### src/design/dsb_pkg.sv
/*
 * dsb_pkg: constants for the slave diagnostic response builder.
 * assumes a single clock domain; all offsets are byte positions in the response.
 */
package dsb_pkg;
    // ------------------------------------------------------------
    // response layout
    // ------------------------------------------------------------
    localparam int DSB_NAREA = 4;                  // configured transfer-memory areas
    localparam int DSB_POS_STAT1 = 0;              // first status byte
    localparam int DSB_POS_STAT2 = 1;              // second status byte
    localparam int DSB_POS_STAT3 = 2;              // third status byte
    localparam int DSB_POS_MADDR = 3;              // owning master address
    localparam int DSB_POS_ID_HI = 4;              // identification, sent first
    localparam int DSB_POS_ID_LO = 5;              // identification, sent second
    localparam int DSB_POS_MOD = 6;                // module diagnostics header
    localparam int DSB_MOD_LEN = 2;                // header plus one bitmap byte
    localparam int DSB_POS_STN = DSB_POS_MOD + DSB_MOD_LEN;
    localparam int DSB_STN_HDR = 4;                // station entry header bytes
    localparam int DSB_DIAG_LEN = 16;              // diagnostic interrupt payload
    localparam int DSB_DIAG_USED = 4;              // payload bytes with content
    localparam int DSB_PROC_LEN = 4;               // process interrupt payload
    localparam int DSB_STN_MAX = 20;               // largest station entry
    // ------------------------------------------------------------
    // field values
    // ------------------------------------------------------------
    localparam logic [7:0] DSB_NO_MASTER = 8'hFF;  // unconfigured slave
    localparam logic [7:0] DSB_TYPE_DIAG = 8'h01;  // diagnostic interrupt code
    localparam logic [7:0] DSB_TYPE_PROC = 8'h02;  // process interrupt code
    localparam logic [7:0] DSB_AREA_OFS = 8'h03;   // area number offset
    localparam logic [7:0] DSB_MOD_HDR = 8'h42;    // module header: code 01, len 2
    localparam logic [7:0] DSB_ID_HI = 8'h5A;      // arbitrary identification value
    localparam logic [7:0] DSB_ID_LO = 8'hA5;      // arbitrary identification value
    localparam int DSB_S1_NOADDR = 0;
    localparam int DSB_S1_NOTRDY = 1;
    localparam int DSB_S1_CFGERR = 2;
    localparam int DSB_S1_RUNSTOP = 3;
    localparam int DSB_S1_UNSUP = 4;
    localparam int DSB_S1_TYPERR = 6;
    localparam int DSB_S1_OTHER = 7;
    localparam int DSB_S2_PRMREQ = 0;
    localparam int DSB_S2_STATIC = 1;
    localparam int DSB_S2_PRESENT = 2;
    localparam int DSB_S2_WDOG = 3;
    localparam int DSB_S2_DEACT = 7;
    localparam int DSB_S3_OVF = 7;
    // ------------------------------------------------------------
    // reset values
    // ------------------------------------------------------------
    localparam logic [7:0] DSB_RST_BYTE = 8'h00;
    localparam logic [5:0] DSB_RST_IDX = 6'h00;
    typedef enum {DSB_IDLE, DSB_SEND} dsb_state_e;
endpackage

### src/design/dsb_sticky.sv
/*
 * dsb_sticky: one sticky event flag, set wins over clear.
 * assumes set and clear are synchronous single-cycle strobes.
 */
module dsb_sticky (
    // clock and reset
    input wire logic clk,
    input wire logic nrst,
    // control
    input wire logic set,
    input wire logic clr,
    // state
    output logic flag
);
    import dsb_pkg::*;
    typedef struct packed {logic flag;} dsb_sticky_s;
    dsb_sticky_s st_reg;
    dsb_sticky_s st_next;
    // ------------------------------------------------------------
    // next state: a set in the clear cycle survives
    // ------------------------------------------------------------
    always_comb begin
        st_next = st_reg;
        if (clr) begin
            st_next.flag = 1'b0;
        end
        if (set) begin
            st_next.flag = 1'b1;
        end
    end
    // register
    always_ff @(posedge clk) begin
        if (!nrst) begin
            st_reg <= '0;
        end else begin
            st_reg <= st_next;
        end
    end
    assign flag = st_reg.flag;
endmodule // dsb_sticky

### src/design/dsb_builder.sv
/*
 * dsb_builder: serialises the slave diagnostic response byte by byte.
 * assumes the link layer asks with a one-cycle request and takes each byte
 * while out_valid and out_ready are high; status inputs are synchronous.
 */
module dsb_builder (
    // clock and reset
    input wire logic clk,
    input wire logic nrst,
    // station condition inputs
    input wire logic no_addr,
    input wire logic not_ready,
    input wire logic cfg_fault,
    input wire logic run_to_stop,
    input wire logic unsupported,
    input wire logic type_fault,
    input wire logic other_master,
    input wire logic prm_request,
    input wire logic static_diag,
    input wire logic wdog_on,
    input wire logic deactivated,
    input wire logic configured,
    input wire logic [7:0] master_addr,
    // interrupt event input
    input wire logic ev_valid,
    input wire logic ev_proc,
    input wire logic [1:0] ev_area,
    input wire logic [31:0] ev_data,
    // response port
    input wire logic req,
    output logic busy,
    output logic out_valid,
    input wire logic out_ready,
    output logic [7:0] out_data,
    output logic out_last
);
    import dsb_pkg::*;
    // ------------------------------------------------------------
    // state
    // ------------------------------------------------------------
    typedef struct packed {
        dsb_state_e st;
        logic [5:0] idx;        // byte index in response
        logic [5:0] len;        // total response length
        logic [7:0] data;       // previous cycle's port byte; not driven out
        logic valid;
        logic pend;             // entry held for the current response
        logic pend_proc;        // held entry is a process interrupt
        logic [1:0] pend_area;
        logic [31:0] pend_data;
        logic [7:0] snap1;      // status snapshot taken at request
        logic [7:0] snap2;
        logic [7:0] snap3;
        logic [7:0] snap_ma;
    } dsb_s;
    dsb_s s_reg;
    dsb_s s_next;
    logic ovf_flag;             // sticky overflow
    logic ovf_set;
    logic ovf_clr;
    logic [5:0] stn_len;
    logic [7:0] byte_sel;
    logic [5:0] rel;
    logic take;
    // ------------------------------------------------------------
    // overflow flag: new event while one is still unread
    // ------------------------------------------------------------
    assign take = s_reg.valid && out_ready;
    assign ovf_set = ev_valid && s_reg.pend;
    assign ovf_clr = take && s_reg.idx == 6'(DSB_POS_STAT3);
    dsb_sticky u_ovf (
        .clk(clk),
        .nrst(nrst),
        .set(ovf_set),
        .clr(ovf_clr),
        .flag(ovf_flag)
    );
    // ------------------------------------------------------------
    // station entry length follows its kind
    // ------------------------------------------------------------
    always_comb begin
        if (s_reg.pend_proc) begin
            stn_len = 6'(DSB_STN_HDR + DSB_PROC_LEN);
        end else begin
            stn_len = 6'(DSB_STN_HDR + DSB_DIAG_LEN);
        end
    end
    // ------------------------------------------------------------
    // byte mux: field order is fixed
    // ------------------------------------------------------------
    always_comb begin
        rel = s_reg.idx - 6'(DSB_POS_STN);
        byte_sel = DSB_RST_BYTE;
        case (s_reg.idx)
            6'(DSB_POS_STAT1): byte_sel = s_reg.snap1;
            6'(DSB_POS_STAT2): byte_sel = s_reg.snap2;
            6'(DSB_POS_STAT3): byte_sel = s_reg.snap3;
            6'(DSB_POS_MADDR): byte_sel = s_reg.snap_ma;
            6'(DSB_POS_ID_HI): byte_sel = DSB_ID_HI;
            6'(DSB_POS_ID_LO): byte_sel = DSB_ID_LO;
            6'(DSB_POS_MOD): byte_sel = DSB_MOD_HDR;
            6'(DSB_POS_MOD + 1): begin
                // one bit per area, bit n for area n
                byte_sel = DSB_RST_BYTE;
                if (s_reg.pend) begin
                    byte_sel[s_reg.pend_area] = 1'b1;
                end
            end
            default: begin
                case (rel)
                    6'd0: byte_sel = {2'b00, stn_len};
                    6'd1: byte_sel = s_reg.pend_proc ? DSB_TYPE_PROC : DSB_TYPE_DIAG;
                    6'd2: byte_sel = {6'b0, s_reg.pend_area} + 8'h01 + DSB_AREA_OFS;
                    6'd3: byte_sel = DSB_RST_BYTE;
                    6'd4: byte_sel = s_reg.pend_data[31:24];
                    6'd5: byte_sel = s_reg.pend_data[23:16];
                    6'd6: byte_sel = s_reg.pend_data[15:8];
                    6'd7: byte_sel = s_reg.pend_data[7:0];
                    default: byte_sel = DSB_RST_BYTE;
                endcase
            end
        endcase
    end
    // ------------------------------------------------------------
    // sequencer
    // ------------------------------------------------------------
    always_comb begin
        s_next = s_reg;
        // latest event replaces an unread one; master keeps history
        if (ev_valid) begin
            s_next.pend = 1'b1;
            s_next.pend_proc = ev_proc;
            s_next.pend_area = ev_area;
            s_next.pend_data = ev_data;
        end
        case (s_reg.st)
            DSB_IDLE: begin
                if (req) begin
                    s_next.st = DSB_SEND;
                    s_next.idx = DSB_RST_IDX;
                    s_next.snap1 = DSB_RST_BYTE;
                    s_next.snap1[DSB_S1_NOADDR] = no_addr;
                    s_next.snap1[DSB_S1_NOTRDY] = not_ready;
                    s_next.snap1[DSB_S1_CFGERR] = cfg_fault;
                    s_next.snap1[DSB_S1_RUNSTOP] = run_to_stop;
                    s_next.snap1[DSB_S1_UNSUP] = unsupported;
                    s_next.snap1[DSB_S1_TYPERR] = type_fault;
                    s_next.snap1[DSB_S1_OTHER] = other_master;
                    s_next.snap2 = DSB_RST_BYTE;
                    s_next.snap2[DSB_S2_PRMREQ] = prm_request;
                    s_next.snap2[DSB_S2_STATIC] = static_diag;
                    s_next.snap2[DSB_S2_PRESENT] = 1'b1;
                    s_next.snap2[DSB_S2_WDOG] = wdog_on;
                    s_next.snap2[DSB_S2_DEACT] = deactivated;
                    s_next.snap3 = {ovf_flag, 7'b0};
                    s_next.snap_ma = configured ? master_addr : DSB_NO_MASTER;
                    // entry is included only if one is held
                    s_next.len = s_reg.pend ? 6'(DSB_POS_STN) + stn_len : 6'(DSB_POS_STN);
                    s_next.valid = 1'b1;
                end
            end
            DSB_SEND: begin
                s_next.data = byte_sel;
                if (take) begin
                    s_next.idx = s_reg.idx + 6'd1;
                    if (s_reg.idx == s_reg.len - 6'd1) begin
                        s_next.st = DSB_IDLE;
                        s_next.valid = 1'b0;
                        // entry handed over; a newer event stays held
                        if (!ev_valid) begin
                            s_next.pend = 1'b0;
                        end
                    end
                end
            end
            default: s_next.st = DSB_IDLE;
        endcase
    end
    // register the whole state
    always_ff @(posedge clk) begin
        if (!nrst) begin
            s_reg <= '0;
        end else begin
            s_reg <= s_next;
        end
    end
    // ------------------------------------------------------------
    // outputs: data is the mux of registered state; bitmap and entry bytes follow a new event even while valid
    // ------------------------------------------------------------
    assign busy = s_reg.st == DSB_SEND;
    assign out_valid = s_reg.valid;
    assign out_data = byte_sel;
    assign out_last = s_reg.valid && s_reg.idx == s_reg.len - 6'd1;
endmodule // dsb_builder

### config.mk
export PLATFORM = sky130hd
export DESIGN_NAME = dsb_builder
export DESIGN_NICKNAME = d
export VERILOG_FILES = /design/src/design/dsb_pkg.sv /design/src/design/dsb_sticky.sv /design/src/design/dsb_builder.sv
export SDC_FILE = /design/constraint.sdc
export NUM_CORES = 1
export LEC_CHECK = 0
export ABC_AREA = 1
export BUFFER_PORTS_ARGS = -buffer_cell sky130_fd_sc_hd__clkbuf_2
export CAP_MARGIN = 20
export CORE_UTILIZATION = 55
export CTS_CLUSTER_DIAMETER = 50
export CTS_CLUSTER_SIZE = 16
export DETAILED_ROUTE_END_ITERATION = 8
export PLACE_DENSITY_LB_ADDON = 0.3
export SYNTH_ARGS = -nofsm -noshare
export SYNTH_HDL_FRONTEND = slang
export SYNTH_SLANG_ARGS = --single-unit
### constraint.sdc
create_clock -name clk -period 2.56 [get_ports clk]
set_input_delay 0.512 -clock clk [delete_from_list [all_inputs] [get_ports clk]]
set_output_delay 0.512 -clock clk [all_outputs]
set_load 0.02 [all_outputs]
; ---- After elaboration in Yosys (flattened, before gate mapping)
; Cells that the tools add are included.
; W data, S select, Z words.
[op_classes]
eq_ne = 19
muxes = 23
addsub = 6
magnitude_cmp = 2
reduce_logical = 14
[op_table]
columns = op, n
row1 = $pmux W32 S2, 1
row2 = $pmux W8 S8, 1
row3 = $pmux W8 S7, 1
row4 = $eq A6 B3 Y1 const B, 8
row5 = $mux W44, 1
row6 = $mux W38, 1
row7 = $mux W36, 1
row8 = $eq A32 B1 Y1 const B, 1
row9 = $eq A32 B2 Y1 const B, 1
row10 = $logic_not A32 Y1, 1
row11 = $mux W32, 1
row12 = $eq A6 B2 Y1 const B, 3
row13 = $eq A6 B1 Y1 const B, 2
row14 = $logic_not A6 Y1, 2
row15 = $pmux W6 S2, 1
row16 = $mux W8, 1
row17 = $add A4 B5 Y6 const A, 1
row18 = $add A6 B1 Y6 const B, 1
row19 = $eq A6 B6 Y1, 1
row20 = $mux W1, 6
row21 = $mux W2, 3
row22 = $mux W6, 1
row23 = $ne A2 B2 Y1 const B, 3
row24 = $reduce_and A3 Y1, 2
row25 = 14 further kinds, 19
[totals]
ff_bits = 103
out_inout_bits = 11
inputBits = 60
wordCells = 77

; ---- Depth between registers and ports, before layout
; Gate-level depths: netlist (run 1).
[depth]
ltp_word = 6
mapped_depth = 11
mapped_depth_nobuf = 10

; ---- By module
; Synthesis (run 1) repeated with hierarchy kept, for this count alone.
[hier_totals]
hier_cells = 508
hier_area_um2 = 3452.1
[by_module_without_submodules]
columns = mod, cells_per_inst, n_inst, area_each_um2, seq_area_each_um2
row1 = dsb_builder, 502, 1, 3408.3, 1361.3
row2 = dsb_sticky, 6, 1, 43.8, 20.0

; ---- Least setup slack after synthesis (run 1)
; Ideal clock, no wire load.
[synth_timing]
path_type = reg2out
start = register s_reg[86] (netlist name)
end = output port out_data[0]
path_slack_ps = 487
n_path_buf = 2
stages_incl_launch_ff = 11
required_ps = 2048
t_arrival_ps = 1561
cell_sequence = dfxtp_1 > buf_4 > inv_1 > ha_1 > nor2_4 > nor2_8 > buf_6 > nand3_1 > nand2_1 > nor2_1 > nand3b_1
[synth_between]
elab_chain_cells = 4
[synth_lines]
columns = element, line
row1 = from (decl), dsb_builder.sv:56  ; dsb_s s_reg;
row2 = from (signal assigned), dsb_builder.sv:184  ; s_reg <= s_next;
row3 = $sub A6 B4 Y6, dsb_builder.sv:92  ; rel = s_reg.idx - 6'(DSB_POS_STN);
row4 = $eq A6 B3 Y1 (tied with other cells), dsb_builder.sv:110  ; case (rel)
row5 = $pmux W8 S7, dsb_builder.sv:110
row6 = $pmux W8 S8 (*), dsb_builder.sv:94  ; case (s_reg.idx)
row7 = to (decl), dsb_builder.sv:34  ; output logic [7:0] out_data,
; Mark *: on every way between the ends. The rest lies on a longest branch, timed or not.

; ---- Worst setup path after layout (run 1)
[layout_timing]
start = register s_reg[87] (netlist name)
end = output port out_data[4]
; The elaborated chain is that of the path after synthesis.

==> impl_metrics.py, run 1 <==
metrics = {
    "timing": {
        "setup_viol": 0,
        "slew_viol_final": 0,
        "skew_ns": 0.00621,
        "worst_pin_slew_ns": 0.768,
        "hold_viol": 0,
        "slew_headroom_pct": 48.7,
        "hold-worst-slack_ns": 0.346,
        "finalCritPeriodShare_pct": 98.5,
        "max_freq_ghz": 0.397,
        "layout_min_cycle_time_ns": 2.52,
    },
    "setup_path": {
        "cp_max_fo": 5,
        "endpoint_kind": "output port",
        "r2r-end": "out_valid",
        "cp-start-kind": "flip-flop",
        "reg2regPathDepth": 10,
        "critPathKind": "flip-flop to output port",
        "r2r_setup_slack_ns": 1.04,
        "crit-reg2reg-launch": "s_reg[79]",
        "arrival_ns": 2.01,
        "cp.required_ns": 2.05,
    },
    "power_and_ir_drop": {
        "p_comb_share_pct": 11.4,
        "intPower_w": 0.00180,
        "leakagePower_nw": 1.97,
        "clockPowerShare_pct": 39.6,
        "seq_power_share_pct": 49.0,
        "switching_share_pct": 26.2,
        "p_per_area_nw_per_um2": 584,
        "switching_power_w": 0.000637,
        "ir_drop_mv": 0.411,
    },
    "detailed_routing": {
        "first_iter_violations": 296,
        "ant_nets": 0,
        "vias_per_cell": 5.44,
        "num_vias": 3572,
        "drt_first_pass_iters": 5,
        "drc": 0,
        "routedWlPerCell_um": 13.9,
        "wirelength_um": 9170,
    },
    "run_status": {
        "status": "finished clean",
    },
    "die": {
        "die_width_um": 81.0,
        "ios": 71,
        "rows": 28,
        "coreArea_sq_um": 5960,
        "start_util_pct": 57.6,
        "die_area_sq_um": 6550,
        "die_y_um": 81.0,
    },
    "layout": {
        "fillCellCount": 508,
        "largest_reg_flops": 67,
        "drive_above_1_share_pct": 22.0,
        "seqCellArea_sq_um": 1390,
        "antennaDiodeCount": 0,
        "final_cell_mix": "nor2_1 (114), nand2_1 (74), o21ai_0 (67), dfxtp_1 (65), clkbuf_2 (64)",
        "synthToLayoutAreaGrowth_pct": 21.5,
        "nets": 645,
        "stdcell_count": 657,
        "multi_input_area_sq_um": 1830,
        "final_common_cell": "nor2_1",
    },
    "placement": {
        "place_inst": 634,
        "hpwl_um": 6390,
        "gp_congestion": 0.905,
        "numPortBuffers": 70,
    },
    "synthesis": {
        "async_flop_share_pct": 0,
        "synthTopCellsByArea": "dfxtp_1 (40%), nor2_1 (12%), o21ai_0 (9.8%)",
        "synth-edff-count": 0,
        "yosysUniqueCellTypes": 28,
        "synth_top_area_share_pct": 40.3,
        "syn-num-nets": 569,
        "synth_flop_cell": "dfxtp_1",
        "syn_inst": 502,
        "synth_top_cell_by_area": "dfxtp_1",
        "avgSynthCellArea_sq_um": 6.83,
        "ys_seq_elements": 69,
        "yosys_warnings": 0,
        "seq_area_frac_synth_pct": 40.3,
        "netlist_area_sq_um": 3430,
    },
    "clock_network": {
        "cts_tree": "built",
        "numCtsBuffers": 9,
        "h-tree-depth": 3,
        "clk_pin_slew_ns": 0.07,
        "cts_root_buf": "clkbuf_8",
        "clock_path_buffers": 2,
        "clock-sinks": 69,
        "clock_latency_ns": 0.35,
    },
    "flow_run": {
        "drv_cap": 0,
    },
    "min_path": {
        "min_path_type": "input port to flip-flop",
        "whs_path_depth": 3,
        "min_to": "s_reg[23]",
        "min_from": "deactivated",
    },
    "global_route": {
        "track_usage_pct": 28.5,
        "antenna_found_initial": 0,
        "gr-total-overflow": 0,
        "grt_pass1_vias": 3166,
        "grt_max_degree": 33,
        "grt_pass1_wl_um": 14100,
    },
}
## worst max-delay path by stage
stage / from / end / slack (ns) / cells past startpoint
floorplan: s_reg[86] / out_data[0] / 0.49 / 10
global placement: s_reg[87] / out_data[0] / 0.29 / 9
detailed placement: s_reg[87] / out_data[0] / 0.18 / 9
CTS: s_reg[87] / out_data[0] / 0.03 / 9
global route: s_reg[87] / out_data[4] / -0.03 / 11
finish: s_reg[87] / out_data[4] / 0.04 / 10
## timing repair
action | in CTS | in global routing
pin swaps | 3 | 4
gates cloned | 1 | 1
hold buffers | 0 | 0
resized for setup | 3 | 18
buffers inserted | 4 | 2
endpoints found under the setup margin | 8 | 8
## metrics by stage
step | total power [W] | setup WS [ns] | util (%) | TNS, ns | instance area [sq um]
floorplan | 0.00137 | 0.487 | - | 0 | 3430
global placement | 0.00148 | 0.291 | 64.2 | 0 | 3820
detailed placement | 0.00149 | 0.179 | 64.2 | 0 | 3820
CTS | 0.00243 | 0.0281 | 68.8 | 0 | 4100
global route | 0.00253 | -0.0281 | 69.9 | -0.0281 | 4170
finish | 0.00243 | 0.0383 | 69.9 | 0 | 4170
## cells in the mapped netlist (all sizes together) (2+ instances only)
master	instances
nand2	77
nand3b	3
xor2	2
buf	12
ha	7
a21oi	10
dfxtp	69
nor3	12
o21ai	67
nand4	8
nand3	56
clkbuf	11
nor2	123
inv	41
## power groups by stage
stage,Sequential [W],Clock (W),Combinational [W]
floorplan,0.00120,0,0.000169
global placement,0.00121,0,0.000264
detailed placement,0.00121,0,0.000271
CTS,0.00119,0.000969,0.000274
global route,0.00120,0.00102,0.000310
finish,0.00119,0.000964,0.000277
## kinds of logic after synthesis
group / Yosys count / synth area share [%]
AND/OR/NAND/NOR: 280 / 36.6
buffers and inverters: 64 / 8.14
XOR/XNOR: 3 / 0.767
adder cells (fa/ha/maj): 7 / 2.55
flip-flops: 69 / 40.3
AO/OA/AOI/OAI: 79 / 11.6
## critical path, stage by stage (launching register included)
cell     delay, ns
dfxtp_4       0.37
inv_1         0.08
ha_4          0.28
nand2_4       0.10
nor2_4        0.16
buf_4         0.15
nand2_1       0.07
nor2_1        0.13
nor2_1        0.07
nand3_1       0.08
buf_2         0.17
## layer usage
metal  part of all wire, %  routed length [um]  vias to the layer above  global-route usage (%)
met2                    47                4300                      153                    46.1
met5                     0                   0                        -                       0
met4                   3.3                 301                        0                    13.9
met3                   5.9                 545                       27                    5.39
li1                      -                   -                     1785                       -
met1                    44                4020                     1607                    36.4
## layout make-up
type	count	area share (%)
Timing Repair Buffer	86	11.8
Inverter	41	3.69
Sequential cell	69	33.3
Tap cell	75	2.25
Clock inverter	6	2.13
Multi-Input combinational cell	371	43.8
Clock buffer	9	2.97
Note: power is estimated with default switching activity, not from simulation.
==> inputs of run 2 (changes only) <==
--- a/config.mk
+++ b/config.mk
@@ -15,4 +15,5 @@
 export PLACE_DENSITY_LB_ADDON = 0.3
 export SYNTH_ARGS = -nofsm -noshare
 export SYNTH_HDL_FRONTEND = slang
+export SYNTH_HIERARCHICAL = 1
 export SYNTH_SLANG_ARGS = --single-unit
==> run 2 against run 1 <==
  * Register-to-register slack worse by 0.02 ns
  * Total power grew 2.7%
  * Clock skew about the same
  * First-iteration DRC count grew 5.1%
  * Worst setup slack gained 0.024 ns
  * Clock-buffer cell count up 2
  * Critical path type unchanged
==> impl_metrics.py, run 2 <==
metrics = {
    "run_status": {
        "status": "finished clean",
    },
    "clock_network": {
        "h-tree-depth": 3,
        "clock-sinks": 69,
        "ctsHoldBuffers": 0,
        "cts_root_buf": "clkbuf_8",
        "clock_latency_ns": 0.35,
        "clock_path_buffers": 2,
        "cts_tree": "built",
        "numCtsBuffers": 9,
        "clk_pin_slew_ns": 0.08,
    },
    "setup_path": {
        "endpoint_kind": "output port",
        "arrival_ns": 1.99,
        "cp-start-kind": "flip-flop",
        "r2r_setup_slack_ns": 1.02,
        "cp_num_buf_inv": 4,
        "cp_max_fo": 6,
        "cp_slowest_cell": "dfxtp_2",
        "cp_top_family": "simple AND/OR/NAND/NOR gates",
        "crit-reg2reg-launch": "s_reg[79]",
        "cp.required_ns": 2.05,
        "cp_slowest_stage_delay_ns": 0.33,
        "startpoint": "s_reg[86]",
        "crit_chain": "buf_4 -> nand2_4 -> nor2_4 -> inv_2 -> nor3_4 -> nand2_1 -> nand2_1 -> inv_1 -> nand3_1 -> clkbuf_2",
        "critPathKind": "flip-flop to output port",
        "cpMostUsedCell": "nand2_1",
    },
    "min_path": {
        "min_from": "deactivated",
        "min_path_type": "input port to flip-flop",
    },
    "power_and_ir_drop": {
        "ir_drop_mv": 0.544,
        "p_per_area_nw_per_um2": 595,
        "leakagePower_nw": 1.98,
        "power_w": 0.00250,
    },
    "layout": {
        "final_cell_mix": "nor2_1 (109), nand2_1 (79), o21ai_0 (66), clkbuf_2 (65), dfxtp_1 (64)",
        "nets": 649,
        "antennaDiodeCount": 0,
        "final_cell_area_sq_um": 4200,
        "final_common_cell": "nor2_1",
        "synthToLayoutAreaGrowth_pct": 21.7,
        "drive_above_1_share_pct": 22.1,
        "fillCellCount": 507,
        "largest_reg_flops": 67,
    },
    "global_route": {
        "gr-total-overflow": 0,
        "antenna_found_initial": 0,
        "track_usage_pct": 29.1,
        "grt_pass1_vias": 3186,
        "grt_pass1_wl_um": 14500,
        "grt_max_degree": 53,
    },
    "timing": {
        "slew_headroom_pct": 70.9,
        "worst_pin_slew_ns": 0.437,
        "finalCritPeriodShare_pct": 97.6,
        "layout_min_cycle_time_ns": 2.50,
        "setup_viol": 0,
        "max_freq_ghz": 0.400,
        "hold_viol": 0,
        "skew_ns": 0.00607,
        "slew_viol_final": 0,
    },
    "detailed_routing": {
        "vias_per_cell": 5.40,
        "num_vias": 3577,
        "routedWlPerCell_um": 13.6,
        "drc": 0,
        "first_iter_violations": 311,
        "wirelength_um": 9000,
        "ant_nets": 0,
        "drt_first_pass_iters": 5,
    },
    "placement": {
        "placed_area_sq_um": 3850,
        "hpwl_um": 6300,
        "numPortBuffers": 70,
        "gp_congestion": 0.857,
    },
    "synthesis": {
        "muxShareOfSynthArea_pct": 0,
        "yosysUniqueCellTypes": 27,
        "syn_inst": 508,
        "synth_top_family_by_area": "simple AND/OR/NAND/NOR gates",
        "synth_flop_cell": "dfxtp_1",
        "async_flop_share_pct": 0,
        "synth-adder-area-share_pct": 2.54,
        "synth-edff-count": 0,
        "synth_top_cell_by_area": "dfxtp_1",
        "seq_area_frac_synth_pct": 40.0,
        "synth-xor-area-share_pct": 0.761,
        "synth_commonest_cells": "nor2_1 (109), nand2_1 (79), dfxtp_1 (69), o21ai_0 (66), nand3_1 (55)",
        "synth.most_common_cell": "nor2_1",
        "netlist_area_sq_um": 3450,
        "yosys_warnings": 6,
        "synthTopCellsByArea": "dfxtp_1 (40%), nor2_1 (12%), o21ai_0 (9.6%)",
        "synthSimpleGateAreaFrac_pct": 35.4,
        "avgSynthCellArea_sq_um": 6.80,
        "syn-num-nets": 575,
        "ys_seq_elements": 69,
        "synth_top_area_share_pct": 40.0,
        "synth_compound_area_share_pct": 12.6,
    },
    "die": {
        "die_area_sq_um": 6600,
        "coreArea_sq_um": 5990,
        "rows": 28,
        "ios": 71,
        "die_y_um": 81.2,
        "die_width_um": 81.2,
        "start_util_pct": 57.6,
    },
    "flow_run": {
        "drv_cap": 0,
    },
}
==> run 2: per-layer routing <==
layer	vias up	GRT usage (%)	share of wire (%)
li1	1793	-	-
met1	1650	36.4	45
met2	112	48.8	48
met3	22	5.28	4.7
met4	0	12.7	2.5
met5	-	0	0
==> run 2: kinds of logic after synthesis <==
kind of cell             Yosys count
flip-flops                        69
adder cells (fa/ha/maj)            7
XOR/XNOR                           3
buffers and inverters             69
AND/OR/NAND/NOR                  274
AO/OA/AOI/OAI                     86
==> run 2: stage by stage <==
stage               setup WS (ns)  setup TNS (ns)  utilization (%)  hold WS (ns)  instances
finish                     0.0623               0             70.1         0.352        662
floorplan                   0.460               0                -         0.419        508
global placement            0.391               0             64.3         0.446        641
CTS                       0.00272               0             68.8         0.348        661
global route              -0.0511          -0.130             70.1         0.370        662
detailed placement          0.326               0             64.3         0.439        641
==> run 2: layout make-up <==
type	count	area (sq um)	share of cell area, %
repair buffers	85	489	11.6
well taps	75	93.8	2.23
multi-input cells	371	1820	43.4
clock buffers	11	151	3.60
flip-flops and latches	69	1390	33.0
clock inverters	5	82.6	1.97
inverters	46	173	4.11
==> run 2: where the power goes <==
group / total, W / switching (W) / internal, W
sequential: 0.00119 / 0.0000448 / 0.00114
clock: 0.00103 / 0.000429 / 0.000601
combinational: 0.000280 / 0.000169 / 0.000111
total: 0.00250 / 0.000644 / 0.00186
==> run 2: repair_timing <==
action	CTS	global route
endpoints found under the setup margin	8	8
pin swaps	1	3
cloned	2	0
gates resized for setup	3	25
setup buffers	2	1
==> run 2: worst register-to-register path, delay by kind of cell (launching register included) <==
family        cells  cell delay (ns)
fa+ha+maj         1             0.33
simple gates      7             0.60
buf+inv           2             0.16
flops             1             0.35
==> run 2: path summary, 6_finish.rpt <==
check,end,cells after the start
max,out_data[3],10
min,s_reg[23],3
max reg2reg,s_reg[67],10
min reg2reg,s_reg[15],2
==> inputs of run 3 (changes only) <==
--- a/config.mk
+++ b/config.mk
@@ -7,10 +7,9 @@
 export LEC_CHECK = 0
 export ABC_AREA = 1
 export BUFFER_PORTS_ARGS = -buffer_cell sky130_fd_sc_hd__clkbuf_2
-export CAP_MARGIN = 20
-export CORE_UTILIZATION = 55
+export CORE_UTILIZATION = 35
 export CTS_CLUSTER_DIAMETER = 50
-export CTS_CLUSTER_SIZE = 16
+export CTS_CLUSTER_SIZE = 24
 export DETAILED_ROUTE_END_ITERATION = 8
 export PLACE_DENSITY_LB_ADDON = 0.3
 export SYNTH_ARGS = -nofsm -noshare
==> run 3 against run 2 <==
  * Combinational power is essentially flat
  * Largest power group unchanged
  * Total power decreased by 6.9%
  * Routed wire length is 4.1% higher
==> impl_metrics.py, run 3 (synthesized netlist as in run 2, its figures left out) <==
metrics = {
    "setup_path": {
        "crit-reg2reg-launch": "s_reg[89]",
        "reg2regPathDepth": 5,
        "cp.required_ns": 2.05,
        "critPathKind": "flip-flop to output port",
        "r2r-end": "s_reg[80]",
        "cp-start-kind": "flip-flop",
        "cp_max_fo": 8,
        "crit_chain": "inv_2 -> ha_4 -> nand2_4 -> nor2_4 -> buf_6 -> nand3_1 -> nand2_1 -> nor2_1 -> nand3b_1 -> buf_4",
        "cp_slowest_cell": "dfxtp_4",
        "r2r_setup_slack_ns": 0.79,
        "endpoint_kind": "output port",
        "cp_slowest_stage_delay_ns": 0.35,
        "arrival_ns": 1.96,
    },
    "layout": {
        "stdcell_count": 717,
        "postLayoutCoreUtil_pct": 45.3,
        "antennaDiodeCount": 0,
        "synthToLayoutAreaGrowth_pct": 23.5,
        "final_cell_mix": "nor2_1 (108), nand2_1 (79), o21ai_0 (65), dfxtp_1 (64), clkbuf_2 (62)",
        "largest_reg_flops": 67,
        "final_common_cell": "nor2_1",
        "drive_above_1_share_pct": 22.4,
        "nets": 650,
    },
    "detailed_routing": {
        "drt_first_pass_iters": 4,
        "wirelength_um": 9370,
        "drc": 0,
        "num_vias": 3511,
        "vias_per_cell": 4.90,
        "first_iter_violations": 197,
        "ant_nets": 0,
        "routedWlPerCell_um": 13.1,
    },
    "clock_network": {
        "cts_tree": "built",
        "cts_root_buf": "clkbuf_8",
        "clock-sinks": 69,
        "clk_pin_slew_ns": 0.07,
        "h-tree-depth": 3,
        "clock_latency_ns": 0.35,
        "numCtsBuffers": 9,
        "clock_path_buffers": 2,
    },
    "die": {
        "rows": 35,
        "start_util_pct": 36.7,
        "die_area_sq_um": 10300,
        "die_y_um": 101,
        "coreArea_sq_um": 9420,
        "ios": 71,
        "die_width_um": 101,
    },
    "min_path": {
        "min_to": "s_reg[23]",
        "min_from": "deactivated",
        "min_path_type": "input port to flip-flop",
        "whs_path_depth": 3,
    },
    "placement": {
        "hpwl_um": 6760,
        "numPortBuffers": 70,
        "gp_congestion": 0.831,
        "place_inst": 692,
    },
    "timing": {
        "skew_ns": 0.00771,
        "finalCritPeriodShare_pct": 96.6,
        "slew_headroom_pct": 68.1,
        "worst_pin_slew_ns": 0.477,
        "max_freq_ghz": 0.404,
        "hold_viol": 0,
        "setup_viol": 0,
        "layout_min_cycle_time_ns": 2.47,
        "hold-worst-slack_ns": 0.361,
        "slew_viol_final": 0,
        "setup_tns_ns": 0,
    },
    "global_route": {
        "grt_pass1_vias": 3307,
        "antenna_found_initial": 0,
        "gr-total-overflow": 0,
        "track_usage_pct": 19.1,
        "grt_max_degree": 53,
        "grt_pass1_wl_um": 15300,
    },
    "power_and_ir_drop": {
        "leakagePower_nw": 1.99,
        "power_w": 0.00233,
        "p_per_area_nw_per_um2": 546,
        "ir_drop_mv": 0.271,
    },
    "flow_run": {
        "drv_cap": 0,
    },
    "run_status": {
        "status": "finished clean",
    },
}
## run 3: timing repair
| item | CTS | global route |
|---|---|---|
| setup endpoints to repair | 8 | 8 |
| gates resized for setup | 7 | 34 |
| pin swaps | 1 | 6 |
| hold buffers | 0 | 0 |
| setup buffers | 2 | 5 |
| gates cloned | 0 | 2 |
## run 3: cell type report
class	count	area, sq um
tap	129	161
timing repair buffer	87	539
fill	974	5150
sequential	69	1390
clock inverter	6	63.8
clock buffer	10	128
inverter	46	173
multi-input combinational	370	1810
## run 3: how the worst max path moves through the flow
stage,start,end,slack [ns],depth (start not counted)
after floorplan,s_reg[86],out_data[4],0.46,11
after global placement,s_reg[87],out_data[2],0.29,11
after detailed placement,s_reg[87],out_data[2],0.21,11
after CTS,s_reg[87],out_data[3],-0.003,11
after global routing,s_reg[86],out_data[4],-0.02,10
final,s_reg[87],out_data[0],0.09,10
## run 3: critical path: cells and delay by family, from the launching register on
family	cells	cell delay, ns
buffers and inverters	3	0.37
and+or+nand+nor	6	0.62
adders and majority gates	1	0.27
DFF	1	0.35
## run 3: power by group
group | switching, W | internal (W) | leakage (nW)
combinational | 0.000168 | 0.000110 | 1.33
clock | 0.000411 | 0.000448 | 0.0923
sequential | 0.0000460 | 0.00114 | 0.574
total | 0.000625 | 0.00170 | 1.99
## run 3: through the flow
stage | cell area [sq um] | worst slack, ns
detailed placement | 3900 | 0.208
CTS | 4120 | -0.00310
finish | 4260 | 0.0862
global placement | 3900 | 0.288
floorplan | 3450 | 0.460
global route | 4260 | -0.0176
## run 3: per-layer routing
metal | GRT usage [%] | wire, um | share of wire [%] | vias to the layer above
li1 | - | - | - | 1794
met5 | 0 | 0 | 0 | -
met2 | 31.7 | 4470 | 48 | 68
met4 | 8.58 | 214 | 2.3 | 0
met3 | 3.93 | 384 | 4.1 | 17
met1 | 24.0 | 4300 | 46 | 1632
